`src/design/nvsp_params.svh`:
```
// constants of the nonvolatile sram store/recall host port
// assumes a 4 ns system clock and the slowest speed grade by default
`ifndef NVSP_PARAMS_SVH
`define NVSP_PARAMS_SVH

// clock period
`define NVSP_CLK_NS 4
// read and initiation cycle, write cycle, least times
`define NVSP_TRC_NS 45
`define NVSP_TWC_NS 45
// hardware save pulse, least time
`define NVSP_TPHSB_NS 15
// save line return when nothing to save
`define NVSP_TDHSB_NS 25
// soft sequence processing, restore, save and power-up restore
`define NVSP_TSS_NS 100000
`define NVSP_TRECALL_NS 200000
`define NVSP_TSTORE_NS 8000000
`define NVSP_TBOOT_NS 20000000
// command sequence addresses
`define NVSP_SEQ_A0 17'h00001
`define NVSP_SEQ_A1 17'h00002
`define NVSP_SEQ_A2 17'h00003
`define NVSP_SEQ_A3 17'h00004
`define NVSP_SEQ_A4 17'h00005
`define NVSP_SEQ_STORE 17'h00006
`define NVSP_SEQ_RECALL 17'h00007
`define NVSP_IDX_LAST 3'h5

`endif

```
`src/design/nvsp_pkg.sv`:
```
// types of the nonvolatile sram store/recall host port
// assumes nothing beyond the constants header
package nvsp_pkg;

  typedef enum logic [2:0] {
    NVSP_OP_READ,
    NVSP_OP_WRITE,
    NVSP_OP_STORE,
    NVSP_OP_RECALL,
    NVSP_OP_HWSAVE
  } nvsp_op_t;

  typedef struct packed {
    logic valid;
    nvsp_op_t op;
    logic [16:0] addr;
    logic [15:0] wdata;
    logic [1:0] be;
  } nvsp_req_t;

  typedef struct packed {
    logic ready;
    logic done;
    logic [15:0] rdata;
  } nvsp_rsp_t;

  typedef struct packed {
    logic ce_n;
    logic we_n;
    logic oe_n;
    logic upper_byte_sel_n;
    logic lower_byte_sel_n;
    logic [16:0] addr;
    logic [15:0] dq_o;
    logic [1:0] dq_oe;
    logic hw_save_line_n_o;
    logic hw_save_line_n_oe;
  } nvsp_pin_t;

  // least time in ns to whole clock cycles, rounded up
  function automatic int nvsp_cyc(input int ns, input int clk_ns);
    return (ns + clk_ns - 1) / clk_ns;
  endfunction

endpackage

```
`src/design/nvsp_host.sv`:
```
// host controller driving a nonvolatile sram over its parallel pins
// assumes pins are synchronous to clk; the board resolves dq and the
// open-drain save line from the enables
`timescale 1ns/1ps
`include "nvsp_params.svh"

module nvsp_host import nvsp_pkg::*; #(
  parameter bit WIDE = 1'b1,
  parameter int TRC_CYC = nvsp_cyc(`NVSP_TRC_NS, `NVSP_CLK_NS),
  parameter int TWC_CYC = nvsp_cyc(`NVSP_TWC_NS, `NVSP_CLK_NS),
  parameter int TPHSB_CYC = nvsp_cyc(`NVSP_TPHSB_NS, `NVSP_CLK_NS),
  parameter int TDHSB_CYC = nvsp_cyc(`NVSP_TDHSB_NS, `NVSP_CLK_NS),
  parameter int TSS_CYC = nvsp_cyc(`NVSP_TSS_NS, `NVSP_CLK_NS),
  parameter int TRECALL_CYC = nvsp_cyc(`NVSP_TRECALL_NS, `NVSP_CLK_NS),
  parameter int TSTORE_CYC = nvsp_cyc(`NVSP_TSTORE_NS, `NVSP_CLK_NS),
  parameter int TBOOT_CYC = nvsp_cyc(`NVSP_TBOOT_NS, `NVSP_CLK_NS)
) (
  // clock and reset
  input wire logic clk,
  input wire logic resetn,
  // user side
  input wire nvsp_req_t req,
  output nvsp_rsp_t rsp,
  // memory pins
  output nvsp_pin_t pins,
  input wire logic [15:0] dq_i,
  input wire logic hw_save_line_n_i
);

  typedef enum logic [2:0] {
    S_BOOT, S_IDLE, S_ACC, S_SEQ, S_GAP, S_WAIT, S_HPULSE, S_HWAIT
  } nvsp_st_t;

  localparam nvsp_pin_t PIN_IDLE = '{
    ce_n: 1'b1, we_n: 1'b1, oe_n: 1'b1, upper_byte_sel_n: 1'b1,
    lower_byte_sel_n: 1'b1, addr: 17'h00000, dq_o: 16'h0000,
    dq_oe: 2'h0, hw_save_line_n_o: 1'b0, hw_save_line_n_oe: 1'b0};

  logic rst_s1_r;
  logic rst_n_r;
  nvsp_st_t st_r, st_nxt;
  logic [31:0] cnt_r, cnt_nxt;
  logic [2:0] idx_r, idx_nxt;
  nvsp_op_t op_r, op_nxt;
  nvsp_pin_t pin_r, pin_nxt;
  nvsp_rsp_t rsp_r, rsp_nxt;
  logic [31:0] lo_cnt_r;

  // reset release through two flip-flops
  always_ff @(posedge clk or negedge resetn) begin
    if (!resetn) begin
      rst_s1_r <= 1'b0;
      rst_n_r <= 1'b0;
    end else begin
      rst_s1_r <= 1'b1;
      rst_n_r <= rst_s1_r;
    end
  end

  function automatic logic [16:0] seq_addr(input logic [2:0] i,
                                           input logic rec);
    case (i)
      3'h0: seq_addr = `NVSP_SEQ_A0;
      3'h1: seq_addr = `NVSP_SEQ_A1;
      3'h2: seq_addr = `NVSP_SEQ_A2;
      3'h3: seq_addr = `NVSP_SEQ_A3;
      3'h4: seq_addr = `NVSP_SEQ_A4;
      3'h5: seq_addr = rec ? `NVSP_SEQ_RECALL : `NVSP_SEQ_STORE;
      default: seq_addr = 17'h00000;
    endcase
  endfunction

  // pins for one sequence read: chip and output strobe low, write high
  function automatic nvsp_pin_t seq_pins(input logic [2:0] i,
                                         input logic rec);
    nvsp_pin_t p;
    p = PIN_IDLE;
    p.ce_n = 1'b0;
    p.oe_n = 1'b0;
    p.we_n = 1'b1;
    p.upper_byte_sel_n = ~WIDE;
    p.lower_byte_sel_n = ~WIDE;
    p.addr = seq_addr(i, rec);
    return p;
  endfunction

  always_comb begin
    st_nxt = st_r;
    cnt_nxt = cnt_r + 32'h00000001;
    idx_nxt = idx_r;
    op_nxt = op_r;
    pin_nxt = pin_r;
    rsp_nxt = rsp_r;
    rsp_nxt.done = 1'b0;
    case (st_r)
      S_BOOT: begin
        // wait out the power-up restore before any access
        if (cnt_r >= 32'(TBOOT_CYC - 1)) begin
          st_nxt = S_IDLE;
          rsp_nxt.ready = 1'b1;
        end
      end
      S_IDLE: begin
        cnt_nxt = 32'h00000000;
        if (req.valid && rsp_r.ready) begin
          rsp_nxt.ready = 1'b0;
          op_nxt = req.op;
          idx_nxt = 3'h0;
          pin_nxt = PIN_IDLE;
          case (req.op)
            NVSP_OP_READ, NVSP_OP_WRITE: begin
              // chip low; write strobe low for write, else output low
              pin_nxt.ce_n = 1'b0;
              pin_nxt.addr = WIDE ? {1'b0, req.addr[15:0]} : req.addr;
              pin_nxt.lower_byte_sel_n = WIDE ? ~req.be[0] : 1'b1;
              pin_nxt.upper_byte_sel_n = WIDE ? ~req.be[1] : 1'b1;
              if (req.op == NVSP_OP_WRITE) begin
                pin_nxt.we_n = 1'b0;
                pin_nxt.dq_o = WIDE ? req.wdata : {8'h00, req.wdata[7:0]};
                pin_nxt.dq_oe = WIDE ? req.be : 2'h1;
              end else begin
                pin_nxt.oe_n = 1'b0;
              end
              st_nxt = S_ACC;
            end
            NVSP_OP_STORE, NVSP_OP_RECALL: begin
              pin_nxt = seq_pins(3'h0, req.op == NVSP_OP_RECALL);
              st_nxt = S_SEQ;
            end
            NVSP_OP_HWSAVE: begin
              // pulled low only from idle, never during an access
              pin_nxt.hw_save_line_n_oe = 1'b1;
              st_nxt = S_HPULSE;
            end
            default: begin
              rsp_nxt.ready = 1'b1;
              rsp_nxt.done = 1'b1;
            end
          endcase
        end
      end
      S_ACC: begin
        if (cnt_r == 32'(((op_r == NVSP_OP_WRITE) ? TWC_CYC : TRC_CYC) - 1))
        begin
          if (op_r == NVSP_OP_READ) begin
            rsp_nxt.rdata = WIDE ? dq_i : {8'h00, dq_i[7:0]};
          end
          pin_nxt = PIN_IDLE;
          st_nxt = S_IDLE;
          rsp_nxt.ready = 1'b1;
          rsp_nxt.done = 1'b1;
        end
      end
      S_SEQ: begin
        // each read held for the initiation cycle time
        if (cnt_r == 32'(TRC_CYC - 1)) begin
          pin_nxt = PIN_IDLE;
          idx_nxt = idx_r + 3'h1;
          cnt_nxt = 32'h00000000;
          // sixth read data is never sampled
          st_nxt = (idx_r == `NVSP_IDX_LAST) ? S_WAIT : S_GAP;
        end
      end
      S_GAP: begin
        // chip strobe high one cycle so each read is a separate edge
        pin_nxt = seq_pins(idx_r, op_r == NVSP_OP_RECALL);
        cnt_nxt = 32'h00000000;
        st_nxt = S_SEQ;
      end
      S_WAIT: begin
        // no access until the command is processed and finished
        if (cnt_r == 32'(TSS_CYC + ((op_r == NVSP_OP_RECALL) ?
            TRECALL_CYC : TSTORE_CYC) - 1)) begin
          st_nxt = S_IDLE;
          rsp_nxt.ready = 1'b1;
          rsp_nxt.done = 1'b1;
        end
      end
      S_HPULSE: begin
        if (cnt_r == 32'(TPHSB_CYC - 1)) begin
          pin_nxt.hw_save_line_n_oe = 1'b0;
          cnt_nxt = 32'h00000000;
          st_nxt = S_HWAIT;
        end
      end
      S_HWAIT: begin
        // line high again: save done or skipped for lack of writes
        if (cnt_r >= 32'(TDHSB_CYC - 1) && hw_save_line_n_i) begin
          st_nxt = S_IDLE;
          rsp_nxt.ready = 1'b1;
          rsp_nxt.done = 1'b1;
        end
      end
      default: begin
        st_nxt = S_BOOT;
        cnt_nxt = 32'h00000000;
        pin_nxt = PIN_IDLE;
      end
    endcase
  end

  always_ff @(posedge clk or negedge rst_n_r) begin
    if (!rst_n_r) begin
      st_r <= S_BOOT;
      cnt_r <= 32'h00000000;
      idx_r <= 3'h0;
      op_r <= NVSP_OP_READ;
      pin_r <= PIN_IDLE;
      rsp_r <= '0;
    end else begin
      st_r <= st_nxt;
      cnt_r <= cnt_nxt;
      idx_r <= idx_nxt;
      op_r <= op_nxt;
      pin_r <= pin_nxt;
      rsp_r <= rsp_nxt;
    end
  end

  assign pins = pin_r;
  assign rsp = rsp_r;

  // length of the current chip strobe low run, for checks only
  always_ff @(posedge clk or negedge rst_n_r) begin
    if (!rst_n_r) begin
      lo_cnt_r <= 32'h00000000;
    end else begin
      lo_cnt_r <= pin_r.ce_n ? 32'h00000000 : lo_cnt_r + 32'h00000001;
    end
  end
endmodule

```
`config.mk`:
```
export PLATFORM = sky130hd
export DESIGN_NAME = nvsp_host
export DESIGN_NICKNAME = d
export VERILOG_FILES = /design/src/design/nvsp_pkg.sv /design/src/design/nvsp_host.sv
export VERILOG_INCLUDE_DIRS = /design/src /design/src/design
export SDC_FILE = /design/constraint.sdc
export NUM_CORES = 1
export LEC_CHECK = 0
export CAP_MARGIN = 20
export CORE_MARGIN = 2
export CORE_UTILIZATION = 46
export CTS_BUF_LIST = sky130_fd_sc_hd__clkbuf_4 sky130_fd_sc_hd__clkbuf_8
export DETAILED_ROUTE_END_ITERATION = 8
export DONT_BUFFER_PORTS = 1
export HOLD_SLACK_MARGIN = 0.08
export PLACE_DENSITY_LB_ADDON = 0.08
export SETUP_SLACK_MARGIN = 0.15
export SYNTH_ARGS = -nofsm -noshare
export SYNTH_HDL_FRONTEND = slang
export SYNTH_SLANG_ARGS = --single-unit
```
`constraint.sdc`:
```
create_clock -name clk -period 4.17 [get_ports clk]
set_input_delay 0.6255 -clock clk [delete_from_list [all_inputs] [get_ports clk]]
set_output_delay 0.6255 -clock clk [all_outputs]
set_load 0.01 [all_outputs]
```
* Word-level counts from Yosys, hierarchy flattened
Cells that the tools add are included.
** Cells by class
- $add $sub $neg :: 4
- Multiply operators :: 0
- Divide/modulo/power cells :: 0
- Order comparisons :: 2
- Eq/ne operators :: 29
- Shift-type cells :: 0
- Multiplexer cells :: 38
- Bitwise operators :: 2
- Reduce and logical (&&, ||, !) cells :: 22
** Operators with widths (number)
- one-hot mux 41 bit (3 select lines) :: 1
- one-hot mux 32 bit (3 select lines) :: 1
- two-way mux 42 bit :: 2
- one-hot mux 40 bit (2 select lines) :: 1
- two-way mux 32 bit :: 2
- two-way mux 18 bit :: 2
- adder 32 x 1 -> 32 bit, second input constant :: 1
- equality test 32 x 2 -> 1 bit, second input constant :: 1
- equality test 32 bit :: 1
- equality test 32 x 4 -> 1 bit, second input constant :: 1
- >= comparator 32 x 23 -> 1 bit, second input constant :: 1
- >= comparator 32 x 3 -> 1 bit, second input constant :: 1
- two-way mux 3 bit :: 9
- one-hot mux 3 bit (8 select lines) :: 1
- subtractor 22 x 1 -> 23 bit, second input constant :: 1
- adder 15 x 21 -> 22 bit, first input constant :: 1
- equality test 3 x 2 -> 1 bit, second input constant :: 7
- equality test 3 bit, second input constant :: 7
- two-way mux 21 bit :: 1
- one-hot mux 3 bit (6 select lines) :: 1
- two-way mux 16 bit :: 1
- inequality test 2 bit, second input constant :: 7
- logical NOT 3 bit :: 4
- equality test 3 x 1 -> 1 bit, second input constant :: 3
- 22 further kinds :: 39
** Storage, ports and cells
- Register bits :: 103
- Latch bits :: 0
- Memory bits (writable) :: 0
- Memory bits (read-only) :: 0
- Output and inout bits :: 60
- Word-level logic and storage cells :: 116
- Memories :: 0

* Longest topological paths before layout
Gate-level depths: netlist of the first run.
- Depth after elaboration :: 7
- Gate-level depth with buffers :: 8

* Worst setup path after synthesis of the first run
No wires, ideal clock.
- Kind :: flip-flop to flip-flop
- Start :: register cnt_r[4]
- End :: register rsp_r (netlist bit rsp[10])
- Setup time :: 125 ps
- Arrival :: 2206 ps
- Data required time :: 4045 ps
- Path slack :: 1839 ps
- Stages on the path, launching flop included :: 8
- Clock period less this slack :: 2331 ps
- Path through :: dfrtp_1 nor4_2 nand4_2 or4_4 nand2b_4 buf_6 buf_8 mux2_4
** Between the ends
- Longest elaborated chain between the ends :: 2
** RTL lines
- start: declaration :: RTL line nvsp_host.sv:42 : logic [31:0] cnt_r, cnt_nxt;
- start signal: assignment :: RTL line nvsp_host.sv:212 : cnt_r <= cnt_nxt;
- equality test 32 x 4 -> 1 bit :: RTL line nvsp_host.sv:143 : if (cnt_r == 32'(((op_r == NVSP_OP_WRITE) ? TWC_CYC : TRC_CYC) - 1))
- AND reduction 3 bit (no source line)
- end signal: assignment :: RTL line nvsp_host.sv:216 : rsp_r <= rsp_nxt;
- end: declaration :: RTL line nvsp_host.sv:46 : nvsp_rsp_t rsp_r, rsp_nxt;
Every way passes these cells.
A chain may end at the register's enable or synchronous reset.

* Worst setup path after layout of the first run
- Start :: register cnt_r[28]
- End :: register pin_r (netlist bit pins[22])
** Between the ends
- Longest elaborated chain between the ends :: 3
** RTL lines
- equality test 32 x 4 -> 1 bit :: RTL line nvsp_host.sv:143, nvsp_host.sv:156
- inequality test 2 x 1 -> 1 bit (no source line)
- AND reduction 3 bit (no source line)
- end signal: assignment :: RTL line nvsp_host.sv:215 : pin_r <= pin_nxt;
- end: declaration :: RTL line nvsp_host.sv:45 : nvsp_pin_t pin_r, pin_nxt;
Every way passes these cells.

==> results of run 1 <==
power by group through the flow:
| stage | Combinational, mW | Sequential [mW] | Clock (mW) |
|---|---|---|---|
| 2_1_floorplan | 0.0235 | 1.03 | 0 |
| 4_1_cts | 0.0329 | 1.01 | 0.647 |
| 6_report | 0.0320 | 1.01 | 0.618 |
| 3_3_place_gp | 0.0311 | 1.03 | 0 |
| 3_5_place_dp | 0.0317 | 1.03 | 0 |
| 5_1_grt | 0.0367 | 1.02 | 0.693 |
per-layer routing:
layer / vias up / share of wire [%] / GRT usage [%]
li1: 1736 / - / -
met1: 1688 / 45 / 23.9
met2: 74 / 47 / 29.8
met3: 10 / 6.2 / 3.97
met4: 0 / 1.5 / 8.23
met5: - / 0 / 0
cell type report:
class                   count  area, µm²
clock buffers               9        124
clock inverters             7       73.8
fillers                  1038       5440
inverters                  14       52.6
multi-input cells         371       2400
flip-flops and latches    101       2540
well taps                 140        175
repair buffers              5       40.0
worst min path at each step:
stage	startpoint	end
2_1_floorplan	resetn	rst_n_r
3_3_place_gp	resetn	rst_s1_r
3_5_place_dp	resetn	rst_s1_r
4_1_cts	req[23]	pins[25]
5_1_grt	req[22]	pins[24]
6_report	req[28]	pins[30]
worst max-delay path, delay by kind of cell, from the launching register on:
family,cells,cell delay [ns]
buffers and inverters,1,0.45
and+or+nand+nor,4,1.34
DFF,1,0.45
AOI/OAI and AO/OA,2,0.65
placed cells by master (no fill, tap or decap), types with 3 or more instances in the layout:
master,instances
mux2i_1,4
o211ai_1,4
dfrtp_1,95
nor2_1,52
o21ai_0,37
nand3_1,10
xnor2_1,24
mux2_2,12
o31ai_1,3
clkbuf_8,9
inv_1,13
xor2_1,8
nor2b_1,5
dfstp_2,5
conb_1,3
nor3_1,15
and4_1,6
buf_4,4
a21oi_1,9
ha_1,9
and3_1,14
mux2_4,10
nor4_4,3
nand2_1,90
nor4_1,3
metrics by stage:
stage	std cells	setup slack [ns]	utilization, %	hold slack, ns	area [µm²]
3_5_place_dp	630	1.09	47.9	0.330	5200
4_1_cts	647	1.05	49.9	0.348	5400
3_3_place_gp	630	1.18	47.9	0.330	5200
5_1_grt	647	0.789	49.9	0.343	5400
6_report	647	1.12	49.9	0.369	5400
2_1_floorplan	510	1.16	-	0.330	5110
flip-flops by register name, indices dropped and copies added, names as in the netlist:
register  cells
pins         40
rst_n_r       1
cnt_r        32
rsp          18
op_r          3
st_r          3
idx_r         3
rst_s1_r      1
kinds of logic after synthesis:
family	count (synthesis)	synth area share (%)
compound gates	78	10.4
buf+inv	38	3.50
xor+xnor	32	5.49
mux	26	6.37
flops	101	49.6
simple gates	223	22.3
other cells	2	0.147
fa+ha+maj	9	2.21
repair_timing:
item,in CTS,in global routing
endpoints found under the setup margin,0,0
hold buffers,1,0
hold endpoints to repair,2,0
setup buffers,0,0
==> impl_metrics.toml, run 1 <==
[clock_tree]
insertion_delay_ns = 0.38
cts_max_path_buffers = 2
clk_pin_slew_ns = 0.11
clock_sinks = 101
root_buffer = "clkbuf_8"
cts_tree = "built"
cts-resized-gates = 0
htreeDepth = 3
cts_buffers = 9

[logic_synthesis]
synth_top_area_share_pct = 47.0
synth.distinct_cells = 67
async_reset_ff_share_pct = 100
netlist_instances = 509
syn_avg_cell_area_um2 = 10.0
yosysMostFrequentCell = "dfrtp_1"
synthTopCellsByArea = "dfrtp_1 47%, nand2_1 6.6%, xnor2_1 4.1%"
synthFlopType = "dfrtp_1"
ys_warn_count = 0
synth_edf_count = 0
synth_commonest_cells = "96 x dfrtp_1, 90 x nand2_1, 52 x nor2_1, 37 x o21ai_0, 24 x xnor2_1"
seq_area_frac_synth_pct = 49.6
yosys.area.top_type = "dfrtp_1"
ys_ff_latch = 101
synth_area_um2 = 5110

[timing]
grt_setup_unrepaired = "false"
finalCritPeriodShare_pct = 73.2
period_minus_slack_ns = 3.05
slew_violations = 0
setup_violations = 0
fin_tns_setup_ns = 0
clock_skew_ns = 0.0158
fmax_mhz = 328
relSlewSlack_pct = 36.7
worstMarginPinSlew_ns = 0.950
hold_viol = 0

[power_and_ir_drop]
power.internal_mw = 1.24
swShare_pct = 25.3
power_frac_comb_pct = 1.9
p_total_mw = 1.66
cellPowerDensity_nw_per_um2 = 307
switchingPower_mw = 0.421
p_clk_share_pct = 37.2
peakVddDrop_mv = 0.147
pwr-share-seq_pct = 60.8
p_leak_nw = 2.35

[global_routing]
grt_usage_pct = 18.5
grt_pass1_wl_mm = 17.4
grt_max_degree = 76
grt_pass1_vias = 3485
antenna_found_initial = 0
grt_overflow = 0

[place]
port_buffers = 0
dp_hpwl_mm = 7.63
gp_congestion = 0.781

[floorplan]
io_pins = 118
fp.coreArea_um2 = 10800
chipHeight_um = 109
rows = 38
fp.dieW_um = 109
die-area_um2 = 12000
start_util_pct = 47.1

[worst_setup_path]
r2r_end = "pins[22]"
reg2reg_depth = 7
cp_data_required_time_ns = 4.41
path_cells = "nor4_2 > nand4_2 > o41ai_2 > nand3_2 > buf_4 > nand2_1 > o21ai_0"
cp-endpoint = "pins[22]"
rrSetupSlack_ns = 1.12
worstPathArrival_ns = 3.30
slowest_stage = "nand3_2"
reg2reg_from = "cnt_r[28]"
crit_start = "cnt_r[28]"
cpPeakStageDelay_ns = 0.59
startpoint_type = "register"
crit_type = "reg2reg"
end_kind = "register"
crit_fanout = 40

[layout]
antennaDiodeCount = 0
areaGrowthSynthToFinish_pct = 5.83
nNetsFinal = 569
drive_gt1_share_pct = 12.8

[route]
drt-wirelength-per-cell_um = 16.5
route.vias.total = 3508
drtIter0Drc = 243
ant_nets = 0
drc_errors = 0
first_pass_iters = 4
wl_mm = 10.7
vias_per_cell = 5.42

[hold_path]
holdPathStages = 2
worstHoldPathType = "in2reg"

[run]
drv_cap = 0

[outcome]
status = "complete, no violations"
(Power assumes the default switching activity.)
==> run 2: changes to the inputs <==
clock period = 2.7 ns   (was 4.17 ns; I/O delays follow)
==> impl_metrics.toml, run 2 (synthesis results as in run 1) <==
[worst_setup_path]
path_cells = "nor4_4 > nand4_2 > buf_4 > or4_4 > nand2b_4 > mux2_4"
path_buf_inv = 1
reg2reg_from = "cnt_r[28]"
startpoint_type = "register"
crit_type = "reg2reg"
cp_data_required_time_ns = 2.99
cpPeakStageDelay_ns = 0.52
end_kind = "register"
worstPathArrival_ns = 2.75
reg2reg_depth = 6
r2r_end = "rsp[11]"
worst_path_dominant_cell_family = "simple AND/OR/NAND/NOR gates"
slowest_stage = "or4_4"
crit_fanout = 16
rrSetupSlack_ns = 0.24

[floorplan]
fp.dieW_um = 109
io_pins = 118
fp.coreArea_um2 = 10800
rows = 38
start_util_pct = 47.1
chipHeight_um = 109
die-area_um2 = 12000

[timing]
setup_violations = 0
relSlewSlack_pct = 62.7
clock_skew_ns = 0.0121
hold_viol = 0
final.setup.worst_slack_ns = 0.241
fin_tns_setup_ns = 0
finalCritPeriodShare_pct = 91.1
fmax_mhz = 407
whs_ns = 0.135
grt_setup_unrepaired = "true"
worstMarginPinSlew_ns = 0.560
period_minus_slack_ns = 2.46
slew_violations = 0

[clock_tree]
insertion_delay_ns = 0.39
cts_buffers = 9
htreeDepth = 3
clock_sinks = 101
root_buffer = "clkbuf_8"
clk_pin_slew_ns = 0.11
cts_max_path_buffers = 2
cts_tree = "built"

[layout]
instances_no_fill = 674
final_cell_mix = "90 x nand2_1, 90 x dfrtp_1, 52 x nor2_1"
antennaDiodeCount = 0
nNetsFinal = 596
largest_reg_flops = 40
final_core_utilization_pct = 52.3
drive_gt1_share_pct = 18.5
areaGrowthSynthToFinish_pct = 11.1
final_cell_area_um2 = 5670

[route]
first_pass_iters = 4
ant_nets = 0
drt-wirelength-per-cell_um = 16.5
wl_mm = 11.1
vias_per_cell = 5.45
drtIter0Drc = 187
drc_errors = 0
route.vias.total = 3673

[hold_path]
hold_start = "req[24]"
holdPathStages = 2
hold-path-endpoint = "pins[26]"
worstHoldPathType = "in2reg"

[power_and_ir_drop]
cellPowerDensity_nw_per_um2 = 455
p_leak_nw = 2.51
p_total_mw = 2.58
peakVddDrop_mv = 0.318

[place]
pre_cts_ws_ns = 0.112
port_buffers = 0
gp_congestion = 0.814
postPlaceCellArea_um2 = 5370
placed_cells = 651
dp_hpwl_mm = 8.17

[run]
drv_cap = 0

[global_routing]
grt_overflow = 0
grt_max_degree = 74
grt_pass1_wl_mm = 17.4
grt_pass1_vias = 3564
antenna_found_initial = 0
grt_usage_pct = 18.9

[outcome]
status = "complete, no violations"
-- run 2: worst max path at each step --
stage	from	endpoint	slack, ns	cells after the start
global route	cnt_r[14]	st_r[1]	0.14	7
detailed placement	cnt_r[29]	st_r[1]	0.11	7
finish	cnt_r[28]	rsp[11]	0.24	6
CTS	cnt_r[4]	st_r[1]	0.13	6
global placement	cnt_r[28]	st_r[1]	0.15	7
floorplan	cnt_r[4]	rsp[10]	0.37	7
-- run 2: area by class of cell --
| class | count | area (µm²) |
|---|---|---|
| clock buffer | 9 | 124 |
| fill | 1020 | 5170 |
| multi-input combinational | 371 | 2440 |
| inverter | 14 | 52.6 |
| tap | 140 | 175 |
| sequential | 101 | 2540 |
| clock inverter | 7 | 73.8 |
| timing repair buffer | 32 | 259 |
-- run 2: worst reg2reg max path: stages, from the launching register on --
cell and delay, ns:
dfrtp_1 0.46, nor4_4 0.35, nand4_2 0.17, buf_4 0.21
or4_4 0.52, nand2b_4 0.29, mux2_4 0.37
-- run 2: routing by layer --
metal | vias up | track usage (%) | routed length [µm]
met2 | 94 | 31.7 | 5410
met5 | - | 0 | 0
met4 | 0 | 8.14 | 186
li1 | 1792 | - | -
met3 | 13 | 3.68 | 607
met1 | 1774 | 23.8 | 4940
-- run 2: repair_timing --
action	in CTS	in global routing
resized for setup	2	9
buffers inserted	0	6
pin swaps	0	7
endpoints found under the setup margin	1	59
hold buffers	1	0
hold endpoints to repair	2	0
gates cloned	0	0
-- run 2: where the power goes --
part           switching [mW]  internal (mW)
combinational          0.0362         0.0262
clock                   0.597          0.367
sequential             0.0272           1.53
==> run 3: changes to the inputs <==
RECOVER_POWER = 100   (was default)
==> impl_metrics.toml, run 3 (synthesis results as in run 1) <==
[clock_tree]
cts_buffers = 9
cts_max_path_buffers = 2
htreeDepth = 3
clock_sinks = 101
insertion_delay_ns = 0.39
root_buffer = "clkbuf_8"
clk_pin_slew_ns = 0.11
cts_tree = "built"

[route]
drc_errors = 0
top_layer_used = "met4"
wl_met2_mm = 5.37
wl_mm = 11.1
first_pass_iters = 4
route.vias.total = 3674
drt-wirelength-per-cell_um = 16.5
ant_nets = 0
drtIter0Drc = 216
vias_per_cell = 5.45
wl_met3_um = 602
wl_met1_mm = 4.95

[layout]
largest_reg_flops = 40
final_common_cell = "dfrtp_1"
nNetsFinal = 596
final_cell_area_um2 = 5600
areaGrowthSynthToFinish_pct = 9.58
final_cell_mix = "92 x dfrtp_1, 90 x nand2_1, 52 x nor2_1"
drive_gt1_share_pct = 14.4
final_core_utilization_pct = 51.6
antennaDiodeCount = 0

[place]
gp_congestion = 0.814
port_buffers = 0
postPlaceCellArea_um2 = 5370
dp_hpwl_mm = 8.17

[global_routing]
grt_overflow = 0
grt_usage_pct = 18.9
grt_pass1_wl_mm = 17.4
antenna_found_initial = 0
grt_max_degree = 74
grt_pass1_vias = 3564

[worst_setup_path]
worstPathArrival_ns = 2.76
startpoint_type = "register"
crit_type = "reg2reg"
rrSetupSlack_ns = 0.22
crit_fanout = 16
end_kind = "register"
cp_data_required_time_ns = 2.98

[power_and_ir_drop]
p_leak_nw = 2.43
peakVddDrop_mv = 0.328
cellPowerDensity_nw_per_um2 = 459

[timing]
fmax_mhz = 404
relSlewSlack_pct = -13.6
setup_violations = 0
grt_setup_unrepaired = "true"
slew_violations = 43
fin_tns_setup_ns = 0
period_minus_slack_ns = 2.48
clock_skew_ns = 0.0135
hold_viol = 0
worstMarginPinSlew_ns = 1.70
finalCritPeriodShare_pct = 91.7
whs_ns = 0.135

[run]
drv_cap = 1

[floorplan]
chipHeight_um = 109
die-area_um2 = 12000
start_util_pct = 47.1
io_pins = 118
rows = 38
fp.coreArea_um2 = 10800
fp.dieW_um = 109

[hold_path]
worstHoldPathType = "in2reg"

[outcome]
violations = "capacitance limit, slew limit"
status = "complete, but fails checks"
-- run 3: cell count changes in the layout (fill, tap and decap cells not counted), moves of 2 or more --
cell and delta:
buf_4 -5, clkbuf_1 +3, clkbuf_2 +2, dfrtp_1 +2
dfstp_1 +5, dfstp_2 -5, mux2_1 +10, mux2_4 -10
-- run 3: critical path: stages, from the launching register on --
cell      delay (ns)
dfrtp_1         0.46
nor4_4          0.33
nand4_1         0.21
buf_4           0.22
or4_4           0.52
nand2b_4        0.27
mux2_1          0.37
-- run 3: final cells by class --
type,count,area [µm²]
fillers,1041,5250
flip-flops and latches,101,2540
multi-input cells,371,2400
repair buffers,32,234
well taps,140,175
clock buffers,9,124
clock inverters,7,73.8
inverters,14,52.6
-- run 3: worst paths after layout --
kind,from,to,depth (start not counted)
setup reg to reg,cnt_r[28],rsp[10],6
max in group asynchronous,rst_n_r,pins[38],1
hold / removal,req[24],pins[26],2
min in group asynchronous,resetn,rst_n_r,1
hold reg to reg,rst_s1_r,rst_n_r,0
setup / recovery,cnt_r[28],rsp[10],6
-- run 3: stage by stage --
step	worst slack, ns	power [mW]	std cells
3_3_place_gp	0.150	1.64	651
3_5_place_dp	0.112	1.65	651
6_report	0.225	2.57	674
2_1_floorplan	0.369	1.62	510
4_1_cts	0.126	2.62	668
5_1_grt	0.0785	2.69	674
-- run 3: layer usage --
layer / up-vias / GRT usage [%]
li1: 1793 / -
met1: 1778 / 23.8
met2: 91 / 31.7
met3: 12 / 3.68
met4: 0 / 8.14
met5: - / 0
-- run 3: what timing repair did --
action	CTS	global route
gates resized for setup	2	9
endpoints found under the hold margin	2	0
buffers inserted	0	6
endpoints found under the setup margin	1	59
hold buffers	1	0
gates cloned	0	0
pin swaps	0	7
-- run 3: report_power, final --
part	switching (mW)	total, mW	internal [mW]
Sequential	0.0266	1.55	1.52
Clock	0.593	0.960	0.367
Combinational	0.0362	0.0557	0.0195
